$ cat src/rtl/rcbr_pkg.sv
// Package for the reset-cause and boot-remap block: offsets, fields,
// reset values, timing constants and boot sequencer states.
// Assumes a single 200 MHz core clock.
package rcbr_pkg;

    // ========================================================
    // Clock and timing
    // ========================================================
    localparam int CLK_PERIOD_PS = 5000;
    localparam int RST_HOLD_NS = 100;
    localparam int RST_HOLD_CYCLES = (RST_HOLD_NS * 1000 + CLK_PERIOD_PS - 1) / CLK_PERIOD_PS;
    localparam int KERNEL_CYCLES = 64;

    // ========================================================
    // Memory map
    // ========================================================
    localparam logic [31:0] VEC_BASE = 32'h0000_0000;
    localparam logic [31:0] VEC_TOP = 32'h0000_0020;
    localparam logic [31:0] MIRROR_SIZE = 32'h0000_0800;
    localparam logic [31:0] FLASH_BASE = 32'h0008_0000;
    localparam logic [31:0] SRAM_BASE = 32'h0001_0000;
    localparam logic [31:0] KERNEL_BASE = 32'h0009_F800;
    localparam logic [31:0] KERNEL_SIZE = 32'h0000_0800;

    // ========================================================
    // Register offsets (byte addresses)
    // ========================================================
    localparam logic [7:0] OFS_MAP_SEL = 8'h00;
    localparam logic [7:0] OFS_CAUSE = 8'h04;
    localparam logic [7:0] OFS_CAUSE_CLR = 8'h08;
    localparam logic [7:0] OFS_IRQ_STAT = 8'h0C;
    localparam logic [7:0] OFS_IRQ_EN = 8'h10;
    localparam logic [7:0] OFS_IRQ_CLR = 8'h14;
    localparam logic [7:0] OFS_BOOT_STAT = 8'h18;

    // ========================================================
    // Fields and reset values
    // ========================================================
    localparam int MAP_SRAM_BIT = 0;
    localparam int CAUSE_POR_BIT = 0;
    localparam int CAUSE_WDT_BIT = 1;
    localparam int CAUSE_SW_BIT = 2;
    localparam logic [2:0] CAUSE_RESET = 3'h1;
    localparam logic [2:0] IRQ_RESET = 3'h0;
    localparam int IRQ_DENIED_BIT = 0;
    localparam int IRQ_BADCLR_BIT = 1;
    localparam int IRQ_BOOTED_BIT = 2;

    // ========================================================
    // Boot sequencer states
    // ========================================================
    typedef enum logic [1:0] {
        BOOT_HOLD = 2'b00,
        BOOT_KERNEL = 2'b01,
        BOOT_RUN = 2'b10,
        BOOT_LOADER = 2'b11
    } rcbr_boot_t;

endpackage

$ cat src/rtl/rcbr_sync.sv
// Two-flop synchroniser for asynchronous pins.
// Assumes the caller reads only the output.
`timescale 1ns/1ps
module rcbr_sync #(
    parameter int WIDTH = 1,
    parameter logic [WIDTH-1:0] INIT = '0
) (
    // Clock and reset
    input wire logic core_clk,
    input wire logic reset,
    // Data
    input wire logic [WIDTH-1:0] asyncIn,
    output logic [WIDTH-1:0] syncOut
);
    logic [WIDTH-1:0] stage1_r;

    always_ff @(posedge core_clk or posedge reset) begin
        if (reset) begin
            stage1_r <= INIT;
            syncOut <= INIT;
        end else begin
            stage1_r <= asyncIn;
            syncOut <= stage1_r;
        end
    end
endmodule

$ cat src/rtl/rcbr_top.sv
// Reset-cause recorder, boot sequencer and low-memory remap.
// Assumes an Avalon-MM master on core_clk, a core that fetches vectors
// through the remapped address port, and a watchdog pulse on core_clk.
`timescale 1ns/1ps
module rcbr_top
    import rcbr_pkg::*;
#(
    parameter int HOLD_CYCLES = RST_HOLD_CYCLES,
    parameter int BOOT_CYCLES = KERNEL_CYCLES
) (
    // Clock and power-on reset
    input wire logic core_clk,
    input wire logic reset,
    // Pins
    input wire logic extResetPinN,
    input wire logic bootModePin,
    // Watchdog, same clock
    input wire logic wdtTimeout,
    // Avalon-MM slave
    input wire logic [7:0] avsAddress,
    input wire logic avsRead,
    input wire logic avsWrite,
    input wire logic [31:0] avsWriteData,
    input wire logic [3:0] avsByteEnable,
    output logic [31:0] avsReadData,
    output logic avsWaitRequest,
    // Core side
    output logic coreResetOut,
    output logic kernelMode,
    output logic [31:0] bootVector,
    input wire logic cpuReq,
    input wire logic [31:0] cpuAddr,
    output logic memReq,
    output logic [31:0] memAddr,
    output logic memSelSram,
    output logic memDenied,
    output logic memVector,
    // Interrupt
    output logic irqOut
);
    // ========================================================
    // Pin synchronisers
    // ========================================================
    logic extResetSyncN;
    logic bootModeSync;

    rcbr_sync #(.WIDTH(2), .INIT(2'b11)) pinSync (
        .core_clk(core_clk),
        .reset(reset),
        .asyncIn({extResetPinN, bootModePin}),
        .syncOut({extResetSyncN, bootModeSync})
    );

    // ========================================================
    // Register bus decode
    // ========================================================
    logic ackPending_r;
    logic [2:0] cause_r;
    logic [2:0] cause_nxt;
    logic mapSram_r;
    logic [2:0] irqStat_r;
    logic [2:0] irqStat_nxt;
    logic [2:0] irqEn_r;
    rcbr_boot_t boot_r;
    rcbr_boot_t boot_nxt;

    wire access = avsRead | avsWrite;
    wire busTake = access & ackPending_r;
    wire laneZero = avsByteEnable[0];
    wire wrTake = busTake & avsWrite & laneZero;
    wire wrMap = wrTake & (avsAddress == OFS_MAP_SEL);
    wire wrCause = wrTake & (avsAddress == OFS_CAUSE);
    wire wrCauseClr = wrTake & (avsAddress == OFS_CAUSE_CLR);
    wire wrIrqEn = wrTake & (avsAddress == OFS_IRQ_EN);
    wire wrIrqClr = wrTake & (avsAddress == OFS_IRQ_CLR);
    wire [2:0] clrBits = avsWriteData[2:0];

    // One wait cycle; the answer comes at the second edge
    assign avsWaitRequest = access & ~ackPending_r;

    always_ff @(posedge core_clk or posedge reset) begin
        if (reset) begin
            ackPending_r <= 1'b0;
        end else begin
            ackPending_r <= access & ~ackPending_r;
        end
    end

    // reserved bits read zero, unmapped reads zero
    logic [31:0] readMux;
    assign readMux = (avsAddress == OFS_MAP_SEL) ? {31'h0, mapSram_r} :
                     (avsAddress == OFS_CAUSE) ? {29'h0, cause_r} :
                     (avsAddress == OFS_IRQ_STAT) ? {29'h0, irqStat_r} :
                     (avsAddress == OFS_IRQ_EN) ? {29'h0, irqEn_r} :
                     (avsAddress == OFS_BOOT_STAT) ? {29'h0, bootModeSync, boot_r} :
                     32'h0;

    always_ff @(posedge core_clk or posedge reset) begin
        if (reset) begin
            avsReadData <= 32'h0;
        end else if (avsRead & ~ackPending_r) begin
            avsReadData <= readMux;
        end
    end

    // ========================================================
    // Reset sources
    // ========================================================
    // partial clear leaves a set flag behind
    wire badClear = wrCauseClr & ((cause_r & ~clrBits) != 3'h0);
    // software force by writing bit 2
    wire swForce = wrCause & avsWriteData[CAUSE_SW_BIT];
    wire sysResetReq = ~extResetSyncN | wdtTimeout | swForce | badClear;

    // ========================================================
    // Reset cause flags
    // ========================================================
    // Flags survive every reset except power-on, which is reset itself
    // pin sets no flag, so all zero reads as external
    always_comb begin
        cause_nxt = cause_r;
        // write one to clear; zeros leave flags
        if (wrCauseClr) begin
            cause_nxt = cause_nxt & ~clrBits;
        end
        // watchdog sets bit 1, winning over a clear
        if (wdtTimeout) begin
            cause_nxt[CAUSE_WDT_BIT] = 1'b1;
        end
        // software bit stays set as the cause
        if (swForce) begin
            cause_nxt[CAUSE_SW_BIT] = 1'b1;
        end
    end

    always_ff @(posedge core_clk or posedge reset) begin
        if (reset) begin
            cause_r <= CAUSE_RESET;
        end else begin
            cause_r <= cause_nxt;
        end
    end

    // ========================================================
    // Map select
    // ========================================================
    // any reset restores program memory at zero
    always_ff @(posedge core_clk or posedge reset) begin
        if (reset) begin
            mapSram_r <= 1'b0;
        end else if (sysResetReq | (boot_r == BOOT_HOLD)) begin
            mapSram_r <= 1'b0;
        end else if (wrMap) begin
            // set mirrors SRAM; clear restores program memory
            mapSram_r <= avsWriteData[MAP_SRAM_BIT];
        end
    end

    // ========================================================
    // Boot sequencer
    // ========================================================
    logic [15:0] bootCnt_r;
    logic [15:0] bootCnt_nxt;
    wire cntDone = (bootCnt_r == 16'h0);

    always_comb begin
        boot_nxt = boot_r;
        bootCnt_nxt = cntDone ? 16'h0 : bootCnt_r - 16'h1;
        case (boot_r)
            BOOT_HOLD: begin
                if (cntDone) begin
                    boot_nxt = BOOT_KERNEL;
                    bootCnt_nxt = 16'(BOOT_CYCLES - 1);
                end
            end
            // factory routine, then jump to zero when boot mode high
            BOOT_KERNEL: begin
                if (cntDone) begin
                    boot_nxt = bootModeSync ? BOOT_RUN : BOOT_LOADER;
                end
            end
            BOOT_RUN: begin
            end
            BOOT_LOADER: begin
            end
            default: begin
                boot_nxt = BOOT_HOLD;
            end
        endcase
        if (sysResetReq) begin
            boot_nxt = BOOT_HOLD;
            bootCnt_nxt = 16'(HOLD_CYCLES - 1);
        end
    end

    always_ff @(posedge core_clk or posedge reset) begin
        if (reset) begin
            boot_r <= BOOT_HOLD;
            bootCnt_r <= 16'(RST_HOLD_CYCLES - 1);
        end else begin
            boot_r <= boot_nxt;
            bootCnt_r <= bootCnt_nxt;
        end
    end

    wire bootJump = (boot_r == BOOT_KERNEL) & (boot_nxt == BOOT_RUN);

    always_ff @(posedge core_clk or posedge reset) begin
        if (reset) begin
            coreResetOut <= 1'b1;
            kernelMode <= 1'b0;
            bootVector <= KERNEL_BASE;
        end else begin
            coreResetOut <= (boot_nxt == BOOT_HOLD);
            kernelMode <= (boot_nxt == BOOT_KERNEL) | (boot_nxt == BOOT_LOADER);
            // user reset vector is address zero
            bootVector <= (boot_nxt == BOOT_RUN) ? VEC_BASE : KERNEL_BASE;
        end
    end

    // ========================================================
    // Address remap
    // ========================================================
    // vector area at the bottom
    wire inVector = (cpuAddr <= VEC_TOP);
    wire inMirror = (cpuAddr < MIRROR_SIZE);
    // factory region reachable only in kernel mode
    wire inKernel = (cpuAddr >= KERNEL_BASE) & (cpuAddr < KERNEL_BASE + KERNEL_SIZE);
    wire hidden = inKernel & ~kernelMode;
    wire toSram = inMirror & mapSram_r;
    wire [31:0] mirrorBase = mapSram_r ? SRAM_BASE : FLASH_BASE;
    // code above the window is never redirected by the mirror
    wire [31:0] remapped = inMirror ? (mirrorBase | cpuAddr) : cpuAddr;

    always_ff @(posedge core_clk or posedge reset) begin
        if (reset) begin
            memReq <= 1'b0;
            memAddr <= 32'h0;
            memSelSram <= 1'b0;
            memDenied <= 1'b0;
            memVector <= 1'b0;
        end else begin
            memReq <= cpuReq & ~hidden & ~coreResetOut;
            memDenied <= cpuReq & hidden;
            if (cpuReq) begin
                memAddr <= hidden ? 32'h0 : remapped;
                memSelSram <= toSram;
                memVector <= inVector;
            end
        end
    end

    // ========================================================
    // Interrupts
    // ========================================================
    // Status, enable and clear share one bit layout
    wire [2:0] irqEvents = {bootJump, badClear, cpuReq & hidden};

    always_comb begin
        irqStat_nxt = irqStat_r;
        if (wrIrqClr) begin
            irqStat_nxt = irqStat_nxt & ~clrBits;
        end
        // Event wins over a clear in the same cycle
        irqStat_nxt = irqStat_nxt | irqEvents;
    end

    always_ff @(posedge core_clk or posedge reset) begin
        if (reset) begin
            irqStat_r <= IRQ_RESET;
            irqEn_r <= IRQ_RESET;
        end else begin
            irqStat_r <= irqStat_nxt;
            if (wrIrqEn) begin
                irqEn_r <= avsWriteData[2:0];
            end
        end
    end

    // Level output, held until software clears the status
    assign irqOut = |(irqStat_r & irqEn_r);

endmodule

$ cat config.mk
export PLATFORM = sky130hd
export DESIGN_NAME = rcbr_top
export DESIGN_NICKNAME = d
export VERILOG_FILES = /design/src/rtl/rcbr_pkg.sv /design/src/rtl/rcbr_sync.sv /design/src/rtl/rcbr_top.sv
export SDC_FILE = /design/constraint.sdc
export NUM_CORES = 1
export LEC_CHECK = 0
export BUFFER_PORTS_ARGS = -buffer_cell sky130_fd_sc_hd__buf_2
export CAP_MARGIN = 20
export CORE_MARGIN = 3
export CORE_UTILIZATION = 47
export DETAILED_ROUTE_END_ITERATION = 8
export PLACE_DENSITY = 0.84
export SYNTH_ARGS = -nofsm -noshare
export SYNTH_HDL_FRONTEND = slang
export SYNTH_SLANG_ARGS = --single-unit
$ cat constraint.sdc
create_clock -name core_clk -period 2.38 [get_ports core_clk]
set_input_delay 0.119 -clock core_clk [delete_from_list [all_inputs] [get_ports core_clk]]
set_output_delay 0.119 -clock core_clk [all_outputs]
set_load 0.05 [all_outputs]
==> After elaboration in Yosys (flattened, before gate mapping) <==
Index checks and enable logic that the tools add are counted.
{ "op_classes": {"order_cmp": 4, "reduce_logical": 9, "muxes": 24, "bitwise": 36, "addsub": 1, "eq_ne": 10} }
{ "op_table": {"columns": ["operator", "count"], "rows": [
  ["two-way mux 16 bit", 4],
  ["two-way mux 32 bit", 2],
  ["two-way mux 20 bit", 2],
  ["greater-or-equal comparator 32 x 20 -> 1 bit, second input constant", 1],
  ["<= comparator 32 x 6 -> 1 bit, second input constant", 1],
  ["< comparator 32 x 12 -> 1 bit, second input constant", 1],
  ["< comparator 32 x 20 -> 1 bit, second input constant", 1],
  ["bitwise OR 20 x 32 -> 32 bit", 1],
  ["equality test 8 x 5 -> 1 bit, second input constant", 3],
  ["two-way mux 3 bit", 7],
  ["AND 1 bit", 19],
  ["equality test 8 x 4 -> 1 bit, second input constant", 2],
  ["zero test 16 bit", 1],
  ["subtractor 16 x 1 -> 16 bit, second input constant", 1],
  ["AND 3 bit", 3],
  ["equality test 8 x 3 -> 1 bit, second input constant", 1],
  ["zero test 8 bit", 1],
  ["two-way mux 2 bit", 3],
  ["bitwise OR 1 bit", 6],
  ["nonzero test 2 bit", 3],
  ["two-way mux 1 bit", 5],
  ["NOT 1 bit", 5],
  ["equality test 2 x 1 -> 1 bit, second input constant", 2],
  ["equality test 2 bit, second input constant", 2],
  ["6 further kinds", 7]
]} }
{ "word_totals": {"in_bits": 84, "output_inout_bits": 104, "regBits": 123} }

==> Depth between registers and ports, before layout <==
{ "logic_depth": {"word_depth": 12, "depth_mapped": 6} }

==> Modules after synthesis <==
Synthesis repeated with hierarchy kept, for this count alone.
{ "unflattened": {"hier_cells": 361, "hier_area_um2": 3749.8} }
{ "by_module_without_submodules": {"columns": ["mod", "seq_area_each_um2", "area_each_um2", "instances", "cells_per_inst"], "rows": [
  ["rcbr_top", 1759.2, 3641.0, 1, 356],
  ["rcbr_sync", 105.1, 108.9, 1, 5]
]} }

==> Worst setup path after synthesis <==
No wires, ideal clock.
{ "synth_path": {"kind": "reg-to-reg", "from": "reg bootCnt_r[0]", "to": "reg bootCnt_r[14]", "t_arrival_ps": 1807, "n_path_buf": 0, "required_time_ps": 2293, "setup_slack_ps": 486, "setup_ps": 87, "path_stages_with_launch": 7, "cell_sequence": "dfstp_2 > inv_1 > ha_1 > nor2b_1 > nand4b_4 > or4_1 > a211oi_2"} }
{ "synth_between": {"elab_chain_cells": 5, "word_cells_on_any_way": 6, "cone_classes": "1 x add/sub; 4 x mux; 1 x reduce/logical"} }
{ "synth_rtl": {"columns": ["element", "line_no", "rtl"], "rows": [
  ["start, declared", "rcbr_top.sv:162", "logic [15:0] bootCnt_r;"],
  ["start signal, assigned", "rcbr_top.sv:199", "bootCnt_r <= 16'(RST_HOLD_CYCLES - 1);"],
  ["start signal, assigned", "rcbr_top.sv:202", "bootCnt_r <= bootCnt_nxt;"],
  ["subtractor 16 x 1 -> 16 bit or zero test 16 bit (tied branches)", "rcbr_top.sv:168, rcbr_top.sv:164", null],
  ["two-way mux 16 bit", "rcbr_top.sv:168", "bootCnt_nxt = cntDone ? 16'h0 : bootCnt_r - 16'h1;"],
  ["two-way mux 16 bit", "rcbr_top.sv:171", "if (cntDone) begin"],
  ["two-way mux 16 bit *", "rcbr_top.sv:169", "case (boot_r)"],
  ["two-way mux 16 bit *", "rcbr_top.sv:190", "if (sysResetReq) begin"],
  ["net bootCnt_nxt[14]", "rcbr_top.sv:163", "logic [15:0] bootCnt_nxt;"]
]} }
The timed path passes the listed nets; every way through them passes the cells marked *.
A chain may end at the register's enable or synchronous reset.

==> Final worst setup path <==
{ "layout_path": {"from": "in cpuAddr[27]", "to": "reg memAddr[0]"} }
{ "layout_between": {"elab_chain_cells": 4, "word_cells_on_any_way": 7, "cone_classes": "3 x order compare; 2 x mux; 2 x bitwise"} }
{ "layout_rtl": {"columns": ["element", "line_no", "rtl"], "rows": [
  ["start, declared", "rcbr_top.sv:32", "input wire logic [31:0] cpuAddr,"],
  ["greater-or-equal comparator 32 x 20 -> 1 bit or < comparator 32 x 20 -> 1 bit (tied branches)", "rcbr_top.sv:228", "wire inKernel = (cpuAddr >= KERNEL_BASE) & (cpuAddr < KERNEL_BASE + KERNEL_SIZE);"],
  ["AND 1 bit", "rcbr_top.sv:228", null],
  ["AND 1 bit", "rcbr_top.sv:229", "wire hidden = inKernel & ~kernelMode;"],
  ["two-way mux 32 bit *", "rcbr_top.sv:246", "memAddr <= hidden ? 32'h0 : remapped;"],
  ["end signal, assigned", "rcbr_top.sv:246", null],
  ["end, declared", "rcbr_top.sv:34", "output logic [31:0] memAddr,"]
]} }
Every way passes the cells marked *; elsewhere a longest branch is shown, timed or not.

==> key figures <==
Synth
  – Synthesized area: 3865 sq um
  – Number of synthesized flops with an enable pin: 0
  – Top post-synthesis cells by count: 64 x sky130_fd_sc_hd__dfrtp_1, 60 x sky130_fd_sc_hd__buf_4, 32 x sky130_fd_sc_hd__a22o_1, 18 x sky130_fd_sc_hd__nor3_1, 15 x sky130_fd_sc_hd__nand2_1
  – Number of synthesized register bits: 74
  – Gate count of the mapped netlist: 352
  – Synth Area per Inst: 10.98 sq um
  – Proportion of netlist area held by the largest area contributor: 41.44%
  – Leading cell types by total area after synthesis: sky130_fd_sc_hd__dfrtp_1 41%, sky130_fd_sc_hd__buf_4 12%, sky130_fd_sc_hd__a22o_1 7.3%, sky130_fd_sc_hd__dfstp_2 6.8%, sky130_fd_sc_hd__nor3_1 2.3%
  – Dominant register cell in the synthesized netlist: sky130_fd_sc_hd__dfrtp_1
  – Most instantiated library cell after synthesis: sky130_fd_sc_hd__dfrtp_1
  – Top cell type by total area after synthesis: sky130_fd_sc_hd__dfrtp_1
  – Number of distinct library cells after synthesis: 60
  – Sequential area share after synthesis: 48.24%
  – Warnings from Yosys: 0
  – Proportion of register bits with asynchronous set or reset after synthesis: 100.0%

Floorplan
  – Overall die height: 96.68 microns
  – Number of I/O pins: 188
  – Count of standard-cell rows: 32
  – Total die area: 9347 sq um
  – Core area: 7848 sq um
  – X dimension of the die: 96.68 microns
  – Starting utilization of the core area: 49.25%

Setup path
  – Critical path's slowest cell: sky130_fd_sc_hd__or4_4
  – Category of the most critical setup path: in2reg
  – Critical path cell sequence: dlygate4sd3_1 > buf_2 > or4_4 > nor4_4 > a21oi_2 > buf_4 > a22o_1
  – Reg-to-reg critical path startpoint: bootCnt_r[0]
  – Critical-path maximum fanout: 32
  – Setup crit end kind: flip-flop
  – Sum of buffers and inverters on the critical path: 3
  – Required time of the critical path: 2.61 ns
  – Top cell family by delay on the critical path: simple AND/OR/NAND/NOR gates
  – Delay of the slowest cell on the worst path: 0.54 ns
  – Signal arrival time at the worst endpoint: 2.29 ns
  – Launch point of the critical path: cpuAddr[27]
  – Setup crit start kind: input pin

Power and ir drop
  – Flop pwr share: 44.9%
  – Pwr/cell area: 649.5 nW/um^2
  – Switching share of power: 34.87%
  – Net Sw Power: 0.001052 W
  – Static leakage: 2.265 nW
  – Maximum resistive drop on vdd: 0.0002890 V
  – Share of power burned in combinational logic: 22.5%
  – Internal power of the cells: 0.001965 W
  – Clock share of power: 32.6%

STA
  – Total Neg Setup Slack: 0 ns
  – Headroom to the max-slew limit: 66.14%
  – Post-layout min period: 2.056 ns
  – Worst clock skew: 0.009007 ns
  – Final worst slack: 0.3235 ns
  – Final period utilization: 86.41%
  – Setup violation total in the final timing report: 0
  – Hold_ws: 0.01185 ns
  – Final max-slew violation count: 0
  – Setup repair after global routing missed its margin: false
  – Final number of hold-violating endpoints: 0
  – Transition time at the pin with the least slew margin: 0.5040 ns
  – Max Fclk: 486.3 MHz

Route
  – Drt first pass iters: 6
  – Routed via count divided by cell count: 5.216
  – DR vias: 3025
  – Residual antenna-violating net count after detailed routing: 0
  – Routed wire length: 8.802 mm
  – Iter 0 DRT Violations: 131
  – DRC: 0
  – Average routed wire per standard cell: 15.18 microns

Clocking
  – Total clock buffers created by CTS: 9
  – Later-pin clock latency in the skew report: 0.35 ns
  – Clock tree buffer depth: 2
  – Count of instances resized after the clock tree is built: 0
  – Clock Root Buffer: sky130_fd_sc_hd__clkbuf_8
  – Hold buffers post-CTS: 21
  – Setup Buffers After CTS: 0
  – Number of H-tree levels: 3
  – Clk sinks: 74
  – CTS tree: done
  – Clock edge transition at the registers on the reported setup and hold paths: 0.08 ns

Cells and area
  – Layout Cell Area excl Fill: 4646 sq um
  – Diode count: 0
  – Filler cell count in the final layout: 673
  – Layout area overhead: 20.20%
  – Layout Nets: 558
  – Ratio of cells with drive above 1 in the final layout: 31.59%

GRT
  – Vias in the first global route: 2935
  – Pin count of the biggest net entering global routing: 75
  – Combined global-route utilization of all metal layers: 18.93%
  – Global-route wire length before repair: 14.55 mm
  – Total overflow reported by the global router: 0
  – Antenna violations before repair: 0

Run
  – Max-cap viol count: 0

Min path
  – Hold wc startpoint: cpuAddr[29]
  – Type of the worst min-delay path: in2reg

Placed design
  – Placed standard-cell area: 4234 sq um
  – Total half-perimeter wirelength after legalization and detailed placement: 6.220 mm
  – Port buffer count: 101
  – Place WS: 0.4424 ns
  – Routability Congestion: 0.8153

Outcome
  – Outcome: finished clean
## stage by stage
step / instances / utilization [%] / total power [W]
after detailed placement: 543 / 53.95 / 0.002029
after CTS: 580 / 59.20 / 0.003046
after floorplan: 405 / - / 0.001947
after global routing: 580 / 59.20 / 0.003146
final: 580 / 59.20 / 0.003017
after global placement: 543 / 53.95 / 0.002019
## power groups by stage
stage / Clock [W] / Combinational (W) / Sequential, W
after floorplan: 0 / 0.000389 / 0.00156
after global placement: 0 / 0.000644 / 0.00137
after detailed placement: 0 / 0.000652 / 0.00138
after CTS: 0.00101 / 0.000679 / 0.00135
after global routing: 0.00107 / 0.000717 / 0.00136
final: 0.000984 / 0.000680 / 0.00135
## per-layer routing
| metal | part of all wire, % | GRT usage, % | routed length, microns | up-vias |
|---|---|---|---|---|
| li1 | - | - | - | 1425 |
| met1 | 42 | 24.11 | 3669 | 1468 |
| met2 | 50 | 31.74 | 4432 | 121 |
| met3 | 6.5 | 4.975 | 569 | 11 |
| met4 | 1.5 | 5.616 | 130 | 0 |
| met5 | 0 | 0 | 0 | - |
## final cells by class
class | count | area, sq um | share of cell area [%]
flip-flops and latches | 74 | 1864 | 40.13
multi-input cells | 249 | 1642 | 35.34
repair buffers | 127 | 765.7 | 16.48
well taps | 102 | 127.6 | 2.747
clock buffers | 9 | 123.9 | 2.666
clock inverters | 7 | 77.57 | 1.670
inverters | 12 | 45.04 | 0.9696
## registers in the layout (all words and copies together), names as in the netlist, 2 cells and up
register,flops
memAddr,32
irqEn_r,3
cause_r,3
bootCnt_r,16
irqStat_r,3
boot_r,2
pinSync.syncOut,2
pinSync.stage1_r,2
avsReadData,3
## logic make-up (layout without fill, tap and decap cells)
kind of cell / Yosys count / after routing / share of synthesized area (%)
fa+ha+maj: 1 / 1 / 0.3237
xor+xnor: 9 / 9 / 2.039
buf+inv: 82 / 155 / 14.44
other cells: 1 / 54 / 0.09703
mux: 7 / 7 / 1.910
flops: 74 / 74 / 48.24
simple gates: 100 / 100 / 16.80
compound gates: 78 / 78 / 16.15
## cells in the final DEF (no fill, tap or decap), drive strengths merged, types with 9 or more instances in the layout
cell         instances
buf                106
dfrtp               64
conb                54
a22o                32
dlygate4sd3         21
nor3                20
nand2               15
nor2                13
inv                 12
dfstp               10
clkbuf               9
or4                  9
a21oi                9
## final timing paths
kind	endpoint	slack (ns)	cells past startpoint
worst max-delay path	memAddr[0]	0.32	7
worst min-delay path	memAddr[29]	0.01	2
worst max register to register	bootCnt_r[14]	0.43	7
worst min register to register	pinSync.syncOut[0]	0.36	0
max in group asynchronous	coreResetOut	1.66	4
min in group asynchronous	irqStat_r[0]	0.39	4
## worst register-to-register path: stages, from the launching register on
cell and delay (ns):
sky130_fd_sc_hd__dfstp_2 0.39, sky130_fd_sc_hd__inv_1 0.06, sky130_fd_sc_hd__ha_1 0.20, sky130_fd_sc_hd__nor2b_1 0.15, sky130_fd_sc_hd__buf_4 0.15, sky130_fd_sc_hd__nand4b_4 0.17
sky130_fd_sc_hd__or4_1 0.52, sky130_fd_sc_hd__a211oi_2 0.22
Note: power is estimated with default switching activity, not from simulation.
